### src/include/ccdp_pkg.sv
package ccdp_pkg;
    localparam int ADC_W = 12;
    localparam int OFS_W = 8;
    // register word index, byte address is index * 4
    localparam logic [2:0] IDX_CFG    = 3'h0;
    localparam logic [2:0] IDX_CFG2   = 3'h1;
    localparam logic [2:0] IDX_ODD    = 3'h2;
    localparam logic [2:0] IDX_EVEN   = 3'h3;
    localparam logic [2:0] IDX_STATUS = 3'h4;
    localparam logic [2:0] IDX_BAYER  = 3'h7;
    localparam logic [7:0] CFG_RST    = 8'h00;
    localparam logic [7:0] CFG2_RST   = 8'h00;
    // cfg fields
    localparam int CFG_X1  = 0;
    localparam int CFG_X3  = 1;
    localparam int CFG_X7  = 2;
    localparam int CFG_W10 = 3;
    localparam int CFG_W9  = 4;
    localparam int CFG_W8  = 5;
    localparam int CFG_PTR = 6;
    // cfg2 fields, then the status fault bit
    localparam int CFG2_CDS    = 0;
    localparam int CFG2_SINGLE = 1;
    localparam int SR_FAULT    = 4;
    // bus word lead in ticks, minus one
    localparam int LEAD3 = 2;
    localparam int LEAD1 = 0;
    localparam int PIPE_N = 6;
    localparam logic [1:0] COL_R = 2'h0;
    localparam logic [1:0] COL_G = 2'h1;
    localparam logic [1:0] COL_B = 2'h2;
    localparam logic [ADC_W-1:0] PIX_MAX = 12'hFFF;

    typedef enum logic [2:0] {
        CCDP_3CH_CDS, CCDP_3CH_SHA, CCDP_1CH_CDS, CCDP_1CH_SHA, CCDP_BAYER
    } ccdp_mode_t;

    typedef struct packed {
        logic [7:0]                   cfg;
        logic [7:0]                   cfg2;
        logic                         bayer;
        logic                         bayerBg;
        logic [2:0][7:0]              oddOfs;
        logic [2:0][7:0]              evenOfs;
        logic [1:0]                   colour;
        logic                         oddSet;
        logic                         lsPrev;
        logic                         convPrev;
        logic                         wrPrev;
        logic                         shaFault;
        logic [LEAD3:0][ADC_W-1:0]    gDly;
        logic [LEAD3:0][OFS_W-1:0]    oDly;
        logic [PIPE_N-1:0][ADC_W-1:0] pipe;
        logic [ADC_W-1:0]             dataOut;
        logic                         dataOe;
    } ccdp_state_t;
endpackage

### src/design/ccdp_pixel_pipe.sv
`timescale 1ns/100ps
// Functional notes
// RULE_01: controller holds offset word stable at each conversion tick.
// RULE_02: offset word is subtracted after odd/even correction.
// RULE_03: offset word width is 8, 9 or 10 bits by config.
// RULE_04: offset word is unsigned; zero subtracts nothing.
// RULE_05: pixel results leave as unsigned straight binary.
// RULE_06: chip select plus strobe turns data bus into register port.
// RULE_07: five modes: 3ch cds, 3ch sha, 1ch cds, 1ch sha, bayer.
// RULE_08: three-channel modes step red, green, blue each tick.
// RULE_09: order is odd/even offset, bus subtract, then gain.
// RULE_10: three-channel latency 6 ticks, 9 from bus words.
// RULE_11: first pixel of a line in three-channel modes is red.
// RULE_12: line start low resets sequencing to red and even; one-channel modes reset to the pointer channel, bayer to green or blue.
// RULE_13: three-channel colour sets alternate even then odd.
// RULE_14: sha modes need second sample clock held low.
// RULE_15: software disables clamp before three-channel sha.
// RULE_16: one-channel modes hold the pointer-selected channel.
// RULE_17: one-channel latency 6 ticks, 7 from bus words.
// RULE_18: one-channel pixels alternate even and odd from line start.
// RULE_19: controller prefers green or blue for single channel.
// RULE_20: cfg bits 7:6 colour pointer, also steers register writes.
// RULE_21: odd/even offsets are signed -128..127 per colour.
// RULE_22: width bits borrow gain low bits as offset high bits.
// RULE_23: gain is 1 plus word over full scale times 1, 3 or 7.
// RULE_24: result saturates to zero and all ones.
module ccdp_pixel_pipe
    import ccdp_pkg::*;
(
    input  wire logic             core_clk,
    input  wire logic             rst_n,
    input  wire logic             psel,
    input  wire logic             penable,
    input  wire logic             pwrite,
    input  wire logic [7:0]       paddr,
    input  wire logic [31:0]      pwdata,
    output logic      [31:0]      prdata,
    output logic                  pready,
    output logic                  pslverr,
    input  wire logic             conversionClock,
    input  wire logic             lineStart,
    input  wire logic             videoLevelSampleClock,
    input  wire logic [ADC_W-1:0] adcData,
    output logic      [1:0]       adcSelect,
    input  wire logic [OFS_W-1:0] offsetBus,
    input  wire logic [ADC_W-1:0] gainBus,
    input  wire logic             chipSelectN,
    input  wire logic             writeStrobeN,
    input  wire logic             readStrobeN,
    input  wire logic [2:0]       portAddr,
    input  wire logic [ADC_W-1:0] dataIn,
    output logic      [ADC_W-1:0] dataOut,
    output logic                  dataOe
);
    ccdp_state_t st;
    ccdp_state_t next_st;
    ccdp_mode_t  mode;
    logic        convTick;
    logic        single;
    logic        apbWr;
    logic        portWr;
    logic        portRd;
    logic [7:0]  regRd;
    logic [2:0]  rdIdx;

    function automatic ccdp_mode_t decodeMode(input logic [7:0] c2,
                                              input logic bay);
        if (bay)
            return CCDP_BAYER;
        if (c2[CFG2_SINGLE])
            return c2[CFG2_CDS] ? CCDP_1CH_CDS : CCDP_1CH_SHA;
        return c2[CFG2_CDS] ? CCDP_3CH_CDS : CCDP_3CH_SHA;
    endfunction

    function automatic logic mapped(input logic [2:0] idx);
        return idx <= IDX_STATUS || idx == IDX_BAYER;
    endfunction

    function automatic logic [7:0] readReg(input ccdp_state_t s,
                                           input logic [2:0] idx);
        logic [1:0] p;
        p = s.cfg[CFG_PTR+:2];
        if (p == 2'h3)
            p = COL_R;
        unique case (idx)
            IDX_CFG:    return s.cfg;
            IDX_CFG2:   return s.cfg2;
            IDX_ODD:    return s.oddOfs[p];
            IDX_EVEN:   return s.evenOfs[p];
            IDX_STATUS: return {3'h0, s.shaFault, s.bayerBg, s.oddSet,
                                s.colour};
            IDX_BAYER:  return {7'h00, s.bayer};
            default:    return 8'h00;
        endcase
    endfunction

    // corrected pixel for one sample
    function automatic logic [ADC_W-1:0] correct(
        input logic [ADC_W-1:0] adc,
        input logic [7:0]       oe,
        input logic [7:0]       cfg,
        input logic [OFS_W-1:0] ofsRaw,
        input logic [ADC_W-1:0] gRaw);
        logic signed [15:0] sum;
        logic [9:0]         ofs;
        logic [11:0]        g12;
        logic [2:0]         x;
        logic [ADC_W-1:0]   v;
        logic [27:0]        prod;
        logic [28:0]        res;
        ofs = 10'h000;
        g12 = gRaw;
        // borrowed gain bits become offset msbs
        // RULE_22 pin sharing
        if (cfg[CFG_W10]) begin
            ofs = {gRaw[1:0], ofsRaw};
            g12 = {gRaw[11:2], 2'h0};
        end else if (cfg[CFG_W9]) begin
            ofs = {1'b0, gRaw[0], ofsRaw};
            g12 = {gRaw[11:1], 1'b0};
        end else if (cfg[CFG_W8]) begin
            ofs = {2'h0, ofsRaw};
        end
        // RULE_09 fixed order
        // RULE_02 subtract after odd/even
        // RULE_21 signed odd/even offset
        sum = $signed({4'h0, adc}) + 16'($signed(oe)) -
              $signed({6'h00, ofs});
        // RULE_24 saturate low
        if (sum < 0)
            v = '0;
        else if (sum > $signed({4'h0, PIX_MAX}))
            v = PIX_MAX;
        else
            v = sum[ADC_W-1:0];
        // RULE_23 gain scaling
        x = cfg[CFG_X7] ? 3'h7 : cfg[CFG_X3] ? 3'h3 :
            cfg[CFG_X1] ? 3'h1 : 3'h0;
        prod = 28'(v) * 28'(g12) * 28'(x);
        res = 29'(v) + 29'(prod >> 12);
        // RULE_24 saturate high
        return (res > 29'(PIX_MAX)) ? PIX_MAX : res[ADC_W-1:0];
    endfunction

    assign convTick = conversionClock && !st.convPrev;
    assign mode     = decodeMode(st.cfg2, st.bayer);
    assign single   = mode == CCDP_1CH_CDS || mode == CCDP_1CH_SHA;
    assign apbWr    = psel && penable && pwrite;
    // RULE_06 port strobes
    assign portRd   = !chipSelectN && !readStrobeN;
    assign portWr   = !chipSelectN && !writeStrobeN;
    assign rdIdx    = psel ? paddr[4:2] : portAddr;
    assign regRd    = readReg(st, rdIdx);
    assign pready   = 1'b1;
    assign pslverr  = psel && penable && !mapped(paddr[4:2]);
    assign prdata   = (psel && !pwrite) ? {24'h000000, regRd} : '0;
    assign adcSelect = st.colour;
    assign dataOut  = st.dataOut;
    // let go of the pins in the first write cycle, no fight with the host
    assign dataOe   = st.dataOe && !portWr;

    always_comb begin
        logic [2:0]       wIdx;
        logic [7:0]       wData;
        logic             wEn;
        logic [1:0]       ptr;
        logic [7:0]       oe;
        logic [ADC_W-1:0] gSel;
        logic [OFS_W-1:0] oSel;
        logic [ADC_W-1:0] pix;
        wIdx  = 3'h0;
        wData = 8'h00;
        wEn   = 1'b0;
        ptr   = 2'h0;
        oe    = 8'h00;
        gSel  = '0;
        oSel  = '0;
        pix   = '0;
        next_st = st;
        next_st.convPrev = conversionClock;
        next_st.wrPrev   = portWr;
        // apb wins over the parallel port in the same cycle
        if (apbWr && mapped(paddr[4:2])) begin
            wEn   = 1'b1;
            wIdx  = paddr[4:2];
            wData = pwdata[7:0];
        end else if (portWr && !st.wrPrev) begin
            wEn   = 1'b1;
            wIdx  = portAddr;
            wData = dataIn[7:0];
        end
        // RULE_20 pointer steers writes
        ptr = st.cfg[CFG_PTR+:2];
        if (ptr == 2'h3)
            ptr = COL_R;
        if (wEn) begin
            unique case (wIdx)
                IDX_CFG:    next_st.cfg = wData;
                IDX_CFG2:   next_st.cfg2 = wData;
                IDX_ODD:    next_st.oddOfs[ptr] = wData;
                IDX_EVEN:   next_st.evenOfs[ptr] = wData;
                IDX_BAYER: begin
                    next_st.bayer = wData[0];
                    if (wData[0])
                        next_st.bayerBg = 1'b0;
                end
                default: ;
            endcase
        end
        // RULE_14 sha needs second clock low
        if ((mode == CCDP_3CH_SHA || mode == CCDP_1CH_SHA) &&
            videoLevelSampleClock)
            next_st.shaFault = 1'b1;
        else if (wEn && wIdx == IDX_STATUS && wData[SR_FAULT])
            next_st.shaFault = 1'b0;
        if (convTick) begin
            // RULE_01 bus words taken on tick
            next_st.gDly = {st.gDly[LEAD3-1:0], gainBus};
            next_st.oDly = {st.oDly[LEAD3-1:0], offsetBus};
            // RULE_10 three-channel bus lead
            // RULE_17 one-channel bus lead
            gSel = (mode == CCDP_3CH_CDS || mode == CCDP_3CH_SHA) ?
                   st.gDly[LEAD3] : st.gDly[LEAD1];
            oSel = (mode == CCDP_3CH_CDS || mode == CCDP_3CH_SHA) ?
                   st.oDly[LEAD3] : st.oDly[LEAD1];
            oe = (st.oddSet && mode != CCDP_BAYER) ?
                 st.oddOfs[st.colour] : st.evenOfs[st.colour];
            // RULE_03 width select
            // RULE_04 unsigned offset
            pix = correct(adcData, oe, st.cfg, oSel, gSel);
            next_st.pipe = {st.pipe[PIPE_N-2:0], pix};
            next_st.lsPrev = lineStart;
            // RULE_07 mode sequencing
            // RULE_12 line start resets
            if (!lineStart) begin
                next_st.oddSet = 1'b0;
                next_st.colour = single ? ptr : COL_R;
                if (mode == CCDP_BAYER)
                    next_st.colour = st.bayerBg ? COL_B : COL_G;
            end else if (mode == CCDP_BAYER) begin
                next_st.colour = (st.colour == COL_G) ? COL_B : COL_G;
            end else if (single) begin
                // RULE_16 channel held
                // RULE_18 per-pixel parity
                next_st.colour = ptr;
                next_st.oddSet = !st.oddSet;
            end else begin
                // RULE_08 rgb stepping
                // RULE_11 red first
                // RULE_13 per-set parity
                unique case (st.colour)
                    COL_R:   next_st.colour = COL_G;
                    COL_G:   next_st.colour = COL_B;
                    default: begin
                        next_st.colour = COL_R;
                        next_st.oddSet = !st.oddSet;
                    end
                endcase
            end
            if (mode == CCDP_BAYER && lineStart && !st.lsPrev)
                next_st.bayerBg = !st.bayerBg;
        end
        // RULE_06 bus turnaround
        // RULE_05 straight binary out
        next_st.dataOe = !portWr;
        if (portRd && !portWr)
            next_st.dataOut = {4'h0, readReg(st, portAddr)};
        else
            next_st.dataOut = st.pipe[PIPE_N-1];
    end

    always_ff @(posedge core_clk) begin
        if (!rst_n) begin
            st        <= '0;
            st.cfg    <= CFG_RST;
            st.cfg2   <= CFG2_RST;
            st.dataOe <= 1'b1;
        end else begin
            st <= next_st;
        end
    end

    logic tri3;
    assign tri3 = mode == CCDP_3CH_CDS || mode == CCDP_3CH_SHA;

    property p_line_reset;
        @(posedge core_clk) disable iff (!rst_n)
        convTick && !lineStart && tri3 |=>
            st.colour == COL_R && !st.oddSet;
    endproperty
    a_line_reset: assert property (p_line_reset) // RULE_12
        else $error("line start did not reset to red even");

    property p_rgb_step;
        @(posedge core_clk) disable iff (!rst_n)
        convTick && lineStart && tri3 && st.colour == COL_R |=>
            st.colour == COL_G;
    endproperty
    a_rgb_step: assert property (p_rgb_step) // RULE_08
        else $error("red not followed by green");

    property p_set_parity;
        @(posedge core_clk) disable iff (!rst_n)
        convTick && lineStart && tri3 && st.colour == COL_B |=>
            st.oddSet != $past(st.oddSet) && st.colour == COL_R;
    endproperty
    a_set_parity: assert property (p_set_parity) // RULE_13
        else $error("colour set parity did not toggle");

    property p_single_hold;
        @(posedge core_clk) disable iff (!rst_n)
        convTick && single && st.cfg[7:6] != 2'h3 |=>
            st.colour == $past(st.cfg[7:6]);
    endproperty
    a_single_hold: assert property (p_single_hold) // RULE_16
        else $error("single channel multiplexer moved");

    property p_pixel_parity;
        @(posedge core_clk) disable iff (!rst_n)
        convTick && lineStart && single |=>
            st.oddSet != $past(st.oddSet);
    endproperty
    a_pixel_parity: assert property (p_pixel_parity) // RULE_18
        else $error("single channel parity did not toggle");

    property p_write_release;
        @(posedge core_clk) disable iff (!rst_n)
        !chipSelectN && !writeStrobeN |=> !dataOe;
    endproperty
    a_write_release: assert property (p_write_release) // RULE_06
        else $error("bus driven during register write");

    property p_read_drive;
        @(posedge core_clk) disable iff (!rst_n)
        !chipSelectN && !readStrobeN && writeStrobeN |=>
            dataOe && dataOut[11:8] == 4'h0;
    endproperty
    a_read_drive: assert property (p_read_drive) // RULE_06
        else $error("register read not driven as byte");

    property p_out_on_tick;
        @(posedge core_clk) disable iff (!rst_n)
        $changed(st.pipe[PIPE_N-1]) |-> $past(convTick);
    endproperty
    a_out_on_tick: assert property (p_out_on_tick) // RULE_10
        else $error("pipeline moved without a conversion tick");

    c_full_set: cover property (@(posedge core_clk) disable iff (!rst_n)
        convTick && tri3 && st.colour == COL_B && st.oddSet);
    c_port_read: cover property (@(posedge core_clk) disable iff (!rst_n)
        portRd ##1 dataOe);
    c_saturate: cover property (@(posedge core_clk) disable iff (!rst_n)
        st.pipe[PIPE_N-1] == PIX_MAX);
    c_bayer: cover property (@(posedge core_clk) disable iff (!rst_n)
        mode == CCDP_BAYER && st.bayerBg);
endmodule

### config.mk
export PLATFORM = sky130hd
export DESIGN_NAME = ccdp_pixel_pipe
export DESIGN_NICKNAME = d
export VERILOG_FILES = /design/src/include/ccdp_pkg.sv /design/src/design/ccdp_pixel_pipe.sv
export SDC_FILE = /design/constraint.sdc
export NUM_CORES = 1
export LEC_CHECK = 0
export BUFFER_PORTS_ARGS = -buffer_cell sky130_fd_sc_hd__buf_2
export CAP_MARGIN = 20
export CORE_MARGIN = 4
export CORE_UTILIZATION = 53
export CTS_BUF_LIST = sky130_fd_sc_hd__clkbuf_16
export CTS_CLUSTER_DIAMETER = 120
export DETAILED_ROUTE_END_ITERATION = 7
export PLACE_DENSITY = 0.8
export SLEW_MARGIN = 40
export SYNTH_ARGS = -nofsm -noshare
export SYNTH_HDL_FRONTEND = slang
export SYNTH_SLANG_ARGS = --single-unit
### constraint.sdc
create_clock -name core_clk -period 24.7 [get_ports core_clk]
set_input_delay 1.235 -clock core_clk [delete_from_list [all_inputs] [get_ports core_clk]]
set_output_delay 1.235 -clock core_clk [all_outputs]
set_load 0.02 [all_outputs]
==> impl_metrics.env, run 1 <==
export IMPL_status="finished clean"
export IMPL_drive_gt1_share_pct=7.85
export IMPL_final_cells=2741
export IMPL_critPathSlowestCell="mux2i_1"
export IMPL_numCtsBuffers=23
export IMPL_worst_slew_pin_slew_ns=0.851
export IMPL_syn_to_final_growth_pct=7.17
export IMPL_synth_flop_cell="dfxtp_1"
export IMPL_rsz0062_at_grt="false"
export IMPL_timing_final_ws_setup_ns=9.62
export IMPL_utilization_pct=57.9
export IMPL_ys_types=72
export IMPL_clock_sinks=218
export IMPL_drt_antenna_violating_nets=0
export IMPL_cpMostUsedCell="fa_1"
export IMPL_ys_warn_count=0
export IMPL_yosysTopAreaCell="dfxtp_1"
export IMPL_seq_area_um2=4360
export IMPL_vias_per_cell=5.70
export IMPL_grt_pass1_wl_mm=75.9
export IMPL_clock_path_buffers=3
export IMPL_max_freq_mhz=66.3
export IMPL_post_route_period_util_pct=61.1
export IMPL_grt_overflow=0
export IMPL_grt_antenna_before_repair=0
export IMPL_grt_pass1_vias=15200
export IMPL_cts_resized=0
export IMPL_postRouteWirelength_mm=46.3
export IMPL_fillCellCount=2959
export IMPL_place_inst=2702
export IMPL_cts_tree="yes"
export IMPL_io_pins=147
export IMPL_setup_tns_ns=0
export IMPL_path_class="register to register"
export IMPL_cp_required_ns=25.04
export IMPL_maxSlewViolCount=0
export IMPL_syn_area_per_cell_um2=7.99
export IMPL_relSlewSlack_pct=43.3
export IMPL_hp_class="register to register"
export IMPL_start_util_pct=54.0
export IMPL_setup_viol=0
export IMPL_place_gp_congestion=0.938
export IMPL_num_rows=67
export IMPL_fp_dieW_um=194
export IMPL_crit_fanout=27
export IMPL_synthCells=2285
export IMPL_p_leak_nw=9.36
export IMPL_cp_num_buf_inv=7
export IMPL_preCtsSetupSlack_ns=9.85
export IMPL_synth_area_top_cells="dfxtp_1 24%, fa_1 15%, nand2_1 12%, ha_1 8.1%, a21boi_0 5.1%"
export IMPL_cp_end_kind="register"
export IMPL_synth_edf_count=0
export IMPL_cts_max_level=1
export IMPL_num_antenna_cells=0
export IMPL_vias=15600
export IMPL_grt_max_degree=119
export IMPL_cts_root_buf="clkbuf_16"
export IMPL_core_area_um2=33800
export IMPL_die_y_um=194
export IMPL_cts_hold_buf=0
export IMPL_multi_input_area_um2=12500
export IMPL_synth_cell_area_um2=18300
export IMPL_synth_most_common_cell="nand2_1"
export IMPL_clock_latency_ns=0.50
export IMPL_post_cts_buffers=0
export IMPL_maxCapViolCount=0
export IMPL_period_minus_slack_ns=15.08
export IMPL_routedWlPerCell_um=16.9
export IMPL_finalClockSkew_ns=0.0135
export IMPL_cp_top_family="adder cells"
export IMPL_cts_clk_slew_worst_paths_ns=0.06
export IMPL_ys_top_cells_by_count="562 x nand2_1, 218 x dfxtp_1, 196 x inv_1, 134 x fa_1, 125 x a21boi_0"
export IMPL_dieArea_um2=37500
export IMPL_synth_top_cell_area_share_pct=23.9
export IMPL_post_dp_cell_area_um2=18800
export IMPL_fin_nets=2629
export IMPL_slowest_delay_ns=0.70
export IMPL_drc=0
export IMPL_track_usage_pct=23.8
export IMPL_port_buffers=88
export IMPL_peakVddDrop_uv=49.2
export IMPL_drtIter0Drc=1264
export IMPL_dp_hpwl_mm=34.6
export IMPL_powerDensity_nw_per_um2=46.9
export IMPL_cp_start_kind="register"
export IMPL_finalHoldViolations=0
export IMPL_finalInstanceArea_um2=19600
export IMPL_dr_pass1_iters=5
export IMPL_synth_seq_area_share_pct=23.9
export IMPL_ys_async_sr_fraction_pct=0
export IMPL_ys_ff_latch=218
export IMPL_crit_arrival_ns=15.43
-- area by class of cell --
| type | instances | share of cell area, % |
|---|---|---|
| Sequential cell | 218 | 22.3 |
| Clock inverter | 16 | 0.761 |
| Timing Repair Buffer | 110 | 3.27 |
| Multi-Input combinational cell | 1725 | 64.0 |
| Tap cell | 448 | 2.87 |
| Inverter | 201 | 3.86 |
| Clock buffer | 23 | 2.94 |
-- routing by layer --
| layer | part of all wire, % | GRT usage [%] | up-vias |
|---|---|---|---|
| met4 | 3.0 | 8.03 | 0 |
| met2 | 48 | 40.6 | 534 |
| met3 | 7.0 | 2.96 | 79 |
| met1 | 42 | 31.4 | 7528 |
| met5 | 0 | 0 | - |
| li1 | - | - | 7487 |
-- power by group --
part	internal [mW]	switching [mW]
Sequential	0.361	0.00761
Combinational	0.0680	0.144
Clock	0.199	0.137
-- worst reg2reg max path, delay by kind of cell (launching register included) --
family / cells / cell delay [ns]
XOR/XNOR: 2 / 0.46
multiplexers: 1 / 0.72
AND/OR/NAND/NOR: 9 / 2.03
flip-flops: 1 / 0.63
buffers and inverters: 7 / 1.14
adder cells (fa/ha/maj): 11 / 5.03
AO/OA/AOI/OAI: 17 / 4.89
-- kinds of logic after synthesis --
kind of cell / after synthesis / share of synthesized area, %
simple gates: 853 / 19.8
compound gates: 486 / 18.9
mux: 64 / 4.07
buf+inv: 365 / 8.37
xor+xnor: 45 / 2.16
flops: 218 / 23.9
other cells: 2 / 0.0411
fa+ha+maj: 252 / 22.8
-- through the flow --
step | power [mW] | hold WS [ns]
6_report | 0.918 | 0.458
5_1_grt | 0.955 | 0.475
4_1_cts | 0.918 | 0.454
3_5_place_dp | 0.583 | 0.440
3_3_place_gp | 0.578 | 0.441
2_1_floorplan | 0.522 | 0.425
-- worst paths after layout --
check	startpoint	to	slack [ns]	depth (start not counted)
min	st[81]	dataOut[8]	0.46	1
min reg2reg	st[81]	dataOut[8]	0.46	1
max reg2reg	st[201]	st[14]	9.62	47
max	st[201]	st[14]	9.62	47
-- cell usage in the layout (no fill, tap or decap), drive strengths merged, types with 7 or more instances in the layout --
master,count
a211oi,13
a21boi,125
a21o,27
a21oi,85
a31oi,24
and2,38
and3,13
buf,110
clkbuf,23
clkinv,14
conb,25
dfxtp,218
fa,134
ha,118
inv,200
mux2i,54
mux4,8
nand2,562
nand2b,16
nand3,22
nand4,9
nor2,117
nor2b,20
nor3,27
o211a,66
o211ai,8
o21a,7
o21ai,83
o21bai,8
o31ai,7
or3,8
xnor2,33
xor2,12
Power figures use the tool's default switching activity.
==> run 2, diff against run 1 <==
--- a/config.mk
+++ b/config.mk
@@ -5,6 +5,7 @@
 export SDC_FILE = /design/constraint.sdc
 export NUM_CORES = 1
 export LEC_CHECK = 0
+export ABC_AREA = 1
 export BUFFER_PORTS_ARGS = -buffer_cell sky130_fd_sc_hd__buf_2
 export CAP_MARGIN = 20
 export CORE_MARGIN = 4
@@ -12,7 +13,7 @@
 export CTS_BUF_LIST = sky130_fd_sc_hd__clkbuf_16
 export CTS_CLUSTER_DIAMETER = 120
 export DETAILED_ROUTE_END_ITERATION = 7
-export PLACE_DENSITY = 0.8
+export PLACE_DENSITY = 0.83
 export SLEW_MARGIN = 40
 export SYNTH_ARGS = -nofsm -noshare
 export SYNTH_HDL_FRONTEND = slang
==> constraint.sdc (replaced) <==
create_clock -name core_clk -period 13.1 [get_ports core_clk]
set_input_delay 0.655 -clock core_clk [delete_from_list [all_inputs] [get_ports core_clk]]
set_output_delay 0.655 -clock core_clk [all_outputs]
set_load 0.02 [all_outputs]
==> impl_metrics.env, run 2 <==
export IMPL_status="finished clean"
export IMPL_grt_util_met1_pct=35.4
export IMPL_drc=0
export IMPL_cpMostUsedCell="nand2_1"
export IMPL_grt_pass1_vias=15600
export IMPL_yosysTopAreaCell="dfxtp_1"
export IMPL_setup_viol=0
export IMPL_clock_path_buffers=3
export IMPL_drt_antenna_violating_nets=0
export IMPL_cts_tree="yes"
export IMPL_synth_flop_cell="dfxtp_1"
export IMPL_ys_types=48
export IMPL_synth_cell_area_um2=17500
export IMPL_core_area_um2=32600
export IMPL_synth_edf_count=0
export IMPL_dp_hpwl_mm=36.5
export IMPL_crit_fanout=13
export IMPL_synth_seq_area_share_pct=24.9
export IMPL_cts_max_level=1
export IMPL_whs_path_depth=3
export IMPL_syn_area_per_cell_um2=7.18
export IMPL_grt_max_degree=129
export IMPL_num_rows=66
export IMPL_ys_warn_count=0
export IMPL_cts_root_buf="clkbuf_16"
export IMPL_critPathSlowestCell="fa_1"
export IMPL_setup_tns_ns=0
export IMPL_io_pins=147
export IMPL_vias=16200
export IMPL_synth_most_common_cell="nand2_1"
export IMPL_finalHoldViolations=0
export IMPL_cts_clk_slew_worst_paths_ns=0.07
export IMPL_worst_slew_pin_slew_ns=0.810
export IMPL_timing_rr_start="adcSelect[0]"
export IMPL_cp_start_kind="register"
export IMPL_ys_async_sr_fraction_pct=0
export IMPL_synth_area_top_cells="dfxtp_1 25%, fa_1 15%, ha_1 8.4%, o21ai_0 8.1%, nand2_1 7.8%"
export IMPL_dieArea_um2=36100
export IMPL_grt_overflow=0
export IMPL_multi_input_area_um2=11300
export IMPL_syn_to_final_growth_pct=8.20
export IMPL_cp_top_family="adder cells"
export IMPL_seq_area_um2=4370
export IMPL_max_freq_mhz=82.1
export IMPL_grt_busiest_layer="met2"
export IMPL_cp_required_ns=13.47
export IMPL_drtIter0Drc=1547
export IMPL_fin_nets=2839
export IMPL_final_cell_mix="368 x inv_1, 364 x nand2_1, 348 x nor2_1"
export IMPL_finalClockSkew_ns=0.0149
export IMPL_grt_pass1_wl_mm=77.2
export IMPL_preCtsSetupSlack_ns=0.795
export IMPL_ys_top_cells_by_count="365 x nand2_1, 364 x inv_1, 354 x nor2_1, 285 x o21ai_0, 218 x dfxtp_1"
export IMPL_fp_dieW_um=190
export IMPL_slowest_delay_ns=0.54
export IMPL_rsz0062_at_grt="false"
export IMPL_num_antenna_cells=0
export IMPL_synth_top_cell_area_share_pct=24.9
export IMPL_final_cells=2944
export IMPL_die_y_um=190
export IMPL_final_common_cell="inv_1"
export IMPL_numCtsBuffers=20
export IMPL_period_minus_slack_ns=12.18
export IMPL_dr_pass1_iters=6
export IMPL_peakVddDrop_uv=149
export IMPL_worst_path_stages=66
export IMPL_path_class="register to register"
export IMPL_use_met3_pct=3.80
export IMPL_startpoint="adcSelect[0]"
export IMPL_drive_gt1_share_pct=8.51
export IMPL_port_buffers=88
export IMPL_track_usage_pct=25.7
export IMPL_postRouteWirelength_mm=47.1
export IMPL_crit_arrival_ns=12.54
export IMPL_timing_final_ws_setup_ns=0.924
export IMPL_place_gp_congestion=0.966
export IMPL_grt_antenna_before_repair=0
export IMPL_maxCapViolCount=0
export IMPL_place_inst=2908
export IMPL_vias_per_cell=5.50
export IMPL_routedWlPerCell_um=16.0
export IMPL_powerDensity_nw_per_um2=192
export IMPL_fillCellCount=3022
export IMPL_p_leak_nw=9.06
export IMPL_maxSlewViolCount=0
export IMPL_clock_latency_ns=0.49
export IMPL_clock_sinks=218
export IMPL_r2r_cells=66
export IMPL_cp_num_buf_inv=13
export IMPL_synthCells=2443
export IMPL_ys_ff_latch=218
export IMPL_post_route_period_util_pct=92.9
export IMPL_grt_use_met2_pct=42.5
export IMPL_hp_start="conversionClock"
export IMPL_hp_class="primary input to register"
export IMPL_relSlewSlack_pct=45.7
export IMPL_start_util_pct=53.8
export IMPL_cp_end_kind="register"
## run 2: final cells by class
class / instances / share of cell area (%)
clock buffers: 21 / 2.77
clock inverters: 14 / 0.448
inverters: 376 / 7.45
multi-input cells: 1742 / 59.3
flip-flops and latches: 218 / 23.0
well taps: 442 / 2.91
repair buffers: 131 / 4.14
## run 2: cells by family (layout without fill, tap and decap cells)
kind of cell	count (synthesis)	count (layout)	share of synthesized area [%]
flip-flops	218	218	24.9
adder cells (fa/ha/maj)	252	252	23.7
other	2	25	0.0428
buffers and inverters	506	542	11.8
AND/OR/NAND/NOR	812	812	18.5
XOR/XNOR	40	40	2.00
AO/OA/AOI/OAI	613	613	19.0
## run 2: layer usage
| layer | share of wire, % | vias to the layer above |
|---|---|---|
| li1 | - | 7884 |
| met1 | 43 | 7619 |
| met2 | 47 | 604 |
| met3 | 7.2 | 74 |
| met4 | 2.5 | 0 |
| met5 | 0 | - |
## run 2: worst paths after layout
check	end	slack, ns
max reg2reg	st[13]	0.92
min	st[147]	0.37
min reg2reg	dataOut[10]	0.45
max	st[13]	0.92
## run 2: through the flow
step / util (%) / total power [mW] / hold WS (ns) / area (µm²)
after global placement: 56.1 / 2.99 / 0.433 / 18300
after CTS: 58.1 / 3.62 / 0.358 / 18900
final: 58.2 / 3.64 / 0.368 / 19000
after detailed placement: 56.2 / 3.05 / 0.442 / 18300
after floorplan: - / 2.45 / 0.416 / 17600
after global routing: 58.2 / 3.98 / 0.357 / 19000
## run 2: what timing repair did
action                                  CTS  global route
setup buffers                             0             0
endpoints found under the setup margin    0            12
resized for setup                         0             9
hold buffers                              0             0
## run 2: tightest hold or removal path, delay by kind of cell
family	cells	cell delay, ns
buffers and inverters	2	0.13
and+or+nand+nor	1	0.04
## run 2: report_power, final
group | switching (mW) | leakage, nW | internal (mW)
registers | 0.0278 | 1.79 | 0.716
clock network | 0.243 | 0.319 | 0.308
logic | 1.49 | 6.95 | 0.857
total | 1.76 | 9.06 | 1.88
==> run 3, diff against run 2 <==
--- a/config.mk
+++ b/config.mk
@@ -5,7 +5,6 @@
 export SDC_FILE = /design/constraint.sdc
 export NUM_CORES = 1
 export LEC_CHECK = 0
-export ABC_AREA = 1
 export BUFFER_PORTS_ARGS = -buffer_cell sky130_fd_sc_hd__buf_2
 export CAP_MARGIN = 20
 export CORE_MARGIN = 4
@@ -13,7 +12,7 @@
 export CTS_BUF_LIST = sky130_fd_sc_hd__clkbuf_16
 export CTS_CLUSTER_DIAMETER = 120
 export DETAILED_ROUTE_END_ITERATION = 7
-export PLACE_DENSITY = 0.83
+export PLACE_DENSITY = 0.8
 export SLEW_MARGIN = 40
 export SYNTH_ARGS = -nofsm -noshare
 export SYNTH_HDL_FRONTEND = slang
==> constraint.sdc (replaced) <==
create_clock -name core_clk -period 13.01 [get_ports core_clk]
set_input_delay 0.6505 -clock core_clk [delete_from_list [all_inputs] [get_ports core_clk]]
set_output_delay 0.6505 -clock core_clk [all_outputs]
set_load 0.02 [all_outputs]
==> impl_metrics.env, run 3 (same netlist as run 1, synthesis figures left out) <==
export IMPL_crit_fanout=13
export IMPL_cts_max_level=1
export IMPL_syn_to_final_growth_pct=9.97
export IMPL_dr_pass1_iters=6
export IMPL_track_usage_pct=23.7
export IMPL_grt_pass1_wl_mm=76.0
export IMPL_cts_hold_buf=0
export IMPL_worst_slew_pin_slew_ns=0.980
export IMPL_numCtsBuffers=23
export IMPL_cp_start_kind="register"
export IMPL_post_dp_cell_area_um2=19100
export IMPL_status="finished clean"
export IMPL_port_buffers=88
export IMPL_start_util_pct=54.0
export IMPL_cts_root_buf="clkbuf_16"
export IMPL_post_route_period_util_pct=96.0
export IMPL_max_freq_mhz=80.1
export IMPL_switching_share_pct=32.3
export IMPL_setup_tns_ns=0
export IMPL_grt_overflow=0
export IMPL_maxSlewViolCount=0
export IMPL_finalInstanceArea_um2=20100
export IMPL_cp_required_ns=13.38
export IMPL_routedWlPerCell_um=16.7
export IMPL_drt_antenna_violating_nets=0
export IMPL_powerDensity_nw_per_um2=88.8
export IMPL_relSlewSlack_pct=33.6
export IMPL_num_antenna_cells=0
export IMPL_critPathSlowestCell="fa_1"
export IMPL_finalHoldViolations=0
export IMPL_core_area_um2=33800
export IMPL_p_seq_share_pct=39.3
export IMPL_fin_nets=2672
export IMPL_path_class="register to register"
export IMPL_num_rows=67
export IMPL_internal_power_mw=1.21
export IMPL_place_gp_congestion=0.949
export IMPL_grt_antenna_before_repair=0
export IMPL_utilization_pct=59.4
export IMPL_dieArea_um2=37500
export IMPL_io_pins=147
export IMPL_p_switching_mw=0.575
export IMPL_drc=0
export IMPL_postRouteWirelength_mm=46.5
export IMPL_vias_per_cell=5.66
export IMPL_vias=15800
export IMPL_maxCapViolCount=0
export IMPL_preCtsSetupSlack_ns=0.0111
export IMPL_fp_dieW_um=194
export IMPL_cts_clk_slew_worst_paths_ns=0.06
export IMPL_final_cells=2786
export IMPL_power_frac_clock_pct=35.5
export IMPL_p_leak_nw=9.64
export IMPL_crit_arrival_ns=12.86
export IMPL_grt_max_degree=121
export IMPL_clock_latency_ns=0.50
export IMPL_combPwrFrac_pct=25.3
export IMPL_hp_class="primary input to register"
export IMPL_clock_sinks=218
export IMPL_cp_end_kind="register"
export IMPL_fillCellCount=2936
export IMPL_drive_gt1_share_pct=11.2
export IMPL_clock_path_buffers=3
export IMPL_place_inst=2740
export IMPL_final_common_cell="nand2_1"
export IMPL_finalClockSkew_ns=0.0100
export IMPL_cts_tree="yes"
export IMPL_grt_pass1_vias=15200
export IMPL_timing_final_ws_setup_ns=0.524
export IMPL_drtIter0Drc=1417
export IMPL_period_minus_slack_ns=12.49
export IMPL_peakVddDrop_uv=107
export IMPL_die_y_um=194
export IMPL_final_cell_mix="562 x nand2_1, 217 x dfxtp_1, 197 x inv_1"
export IMPL_setup_viol=0
export IMPL_dp_hpwl_mm=35.1
export IMPL_slowest_delay_ns=0.58
==> run 3: changes by cell type in the layout (fill, tap and decap cells not counted), sizes merged, moves of 26 or more <==
| cell | previous run | this run |
|---|---|---|
| nand2 | 368 | 562 |
| mux2i | 0 | 54 |
| inv | 376 | 206 |
| o21ai | 294 | 83 |
| nor2 | 358 | 117 |
| and2 | 0 | 38 |
| a21boi | 0 | 125 |
| a21oi | 224 | 85 |
| o22ai | 28 | 2 |
| a21o | 1 | 27 |
| o211a | 0 | 66 |
==> run 3: timing repair <==
item | in CTS | in global routing
gates resized for setup | 1 | 50
cloned | 0 | 1
pin swaps | 0 | 8
setup buffers | 0 | 4
setup endpoints to repair | 12 | 12
==> run 3: worst paths after layout <==
kind	start	end	slack, ns	cells past startpoint
max	adcSelect[0]	st[18]	0.52	53
min	gainBus[7]	st[116]	0.39	3
max reg2reg	adcSelect[0]	st[18]	0.52	53
min reg2reg	st[81]	dataOut[8]	0.46	1
==> run 3: layer usage <==
layer	vias to the layer above	GRT usage, %	wire [µm]	share of wire (%)
met1	7453	32.3	19500	42
met4	0	7.79	1670	3.6
met5	-	0	0	0
li1	7587	-	-	-
met2	632	39.4	21800	47
met3	103	3.06	3540	7.6
==> run 3: area by class of cell <==
| cell class | instances | area, µm² | share of cell area [%] |
|---|---|---|---|
| clock inverters | 18 | 145 | 0.723 |
| multi-input cells | 1725 | 12700 | 63.2 |
| well taps | 448 | 561 | 2.79 |
| flip-flops and latches | 218 | 4370 | 21.7 |
| repair buffers | 153 | 987 | 4.92 |
| clock buffers | 23 | 576 | 2.87 |
| inverters | 201 | 754 | 3.76 |
==> run 3: critical path, delay by kind of cell, from the launching register on <==
kind            cells  cell delay [ns]
simple gates       10             1.57
buf+inv            10             0.96
fa+ha+maj          11             4.86
xor+xnor            2             0.34
flops               1             0.41
compound gates     19             3.95
mux                 1             0.22
==> run 3: stage by stage <==
step	power, mW	hold slack [ns]
6_report	1.78	0.394
5_1_grt	1.86	0.395
4_1_cts	1.76	0.387
3_5_place_dp	1.13	0.443
3_3_place_gp	1.12	0.442
2_1_floorplan	0.992	0.425
==> run 3: power by group through the flow <==
stage	Clock, mW	Combinational [mW]	Sequential, mW
finish	0.632	0.451	0.700
global route	0.668	0.489	0.701
CTS	0.640	0.423	0.699
detailed placement	0	0.420	0.713
global placement	0	0.409	0.712
floorplan	0	0.282	0.710
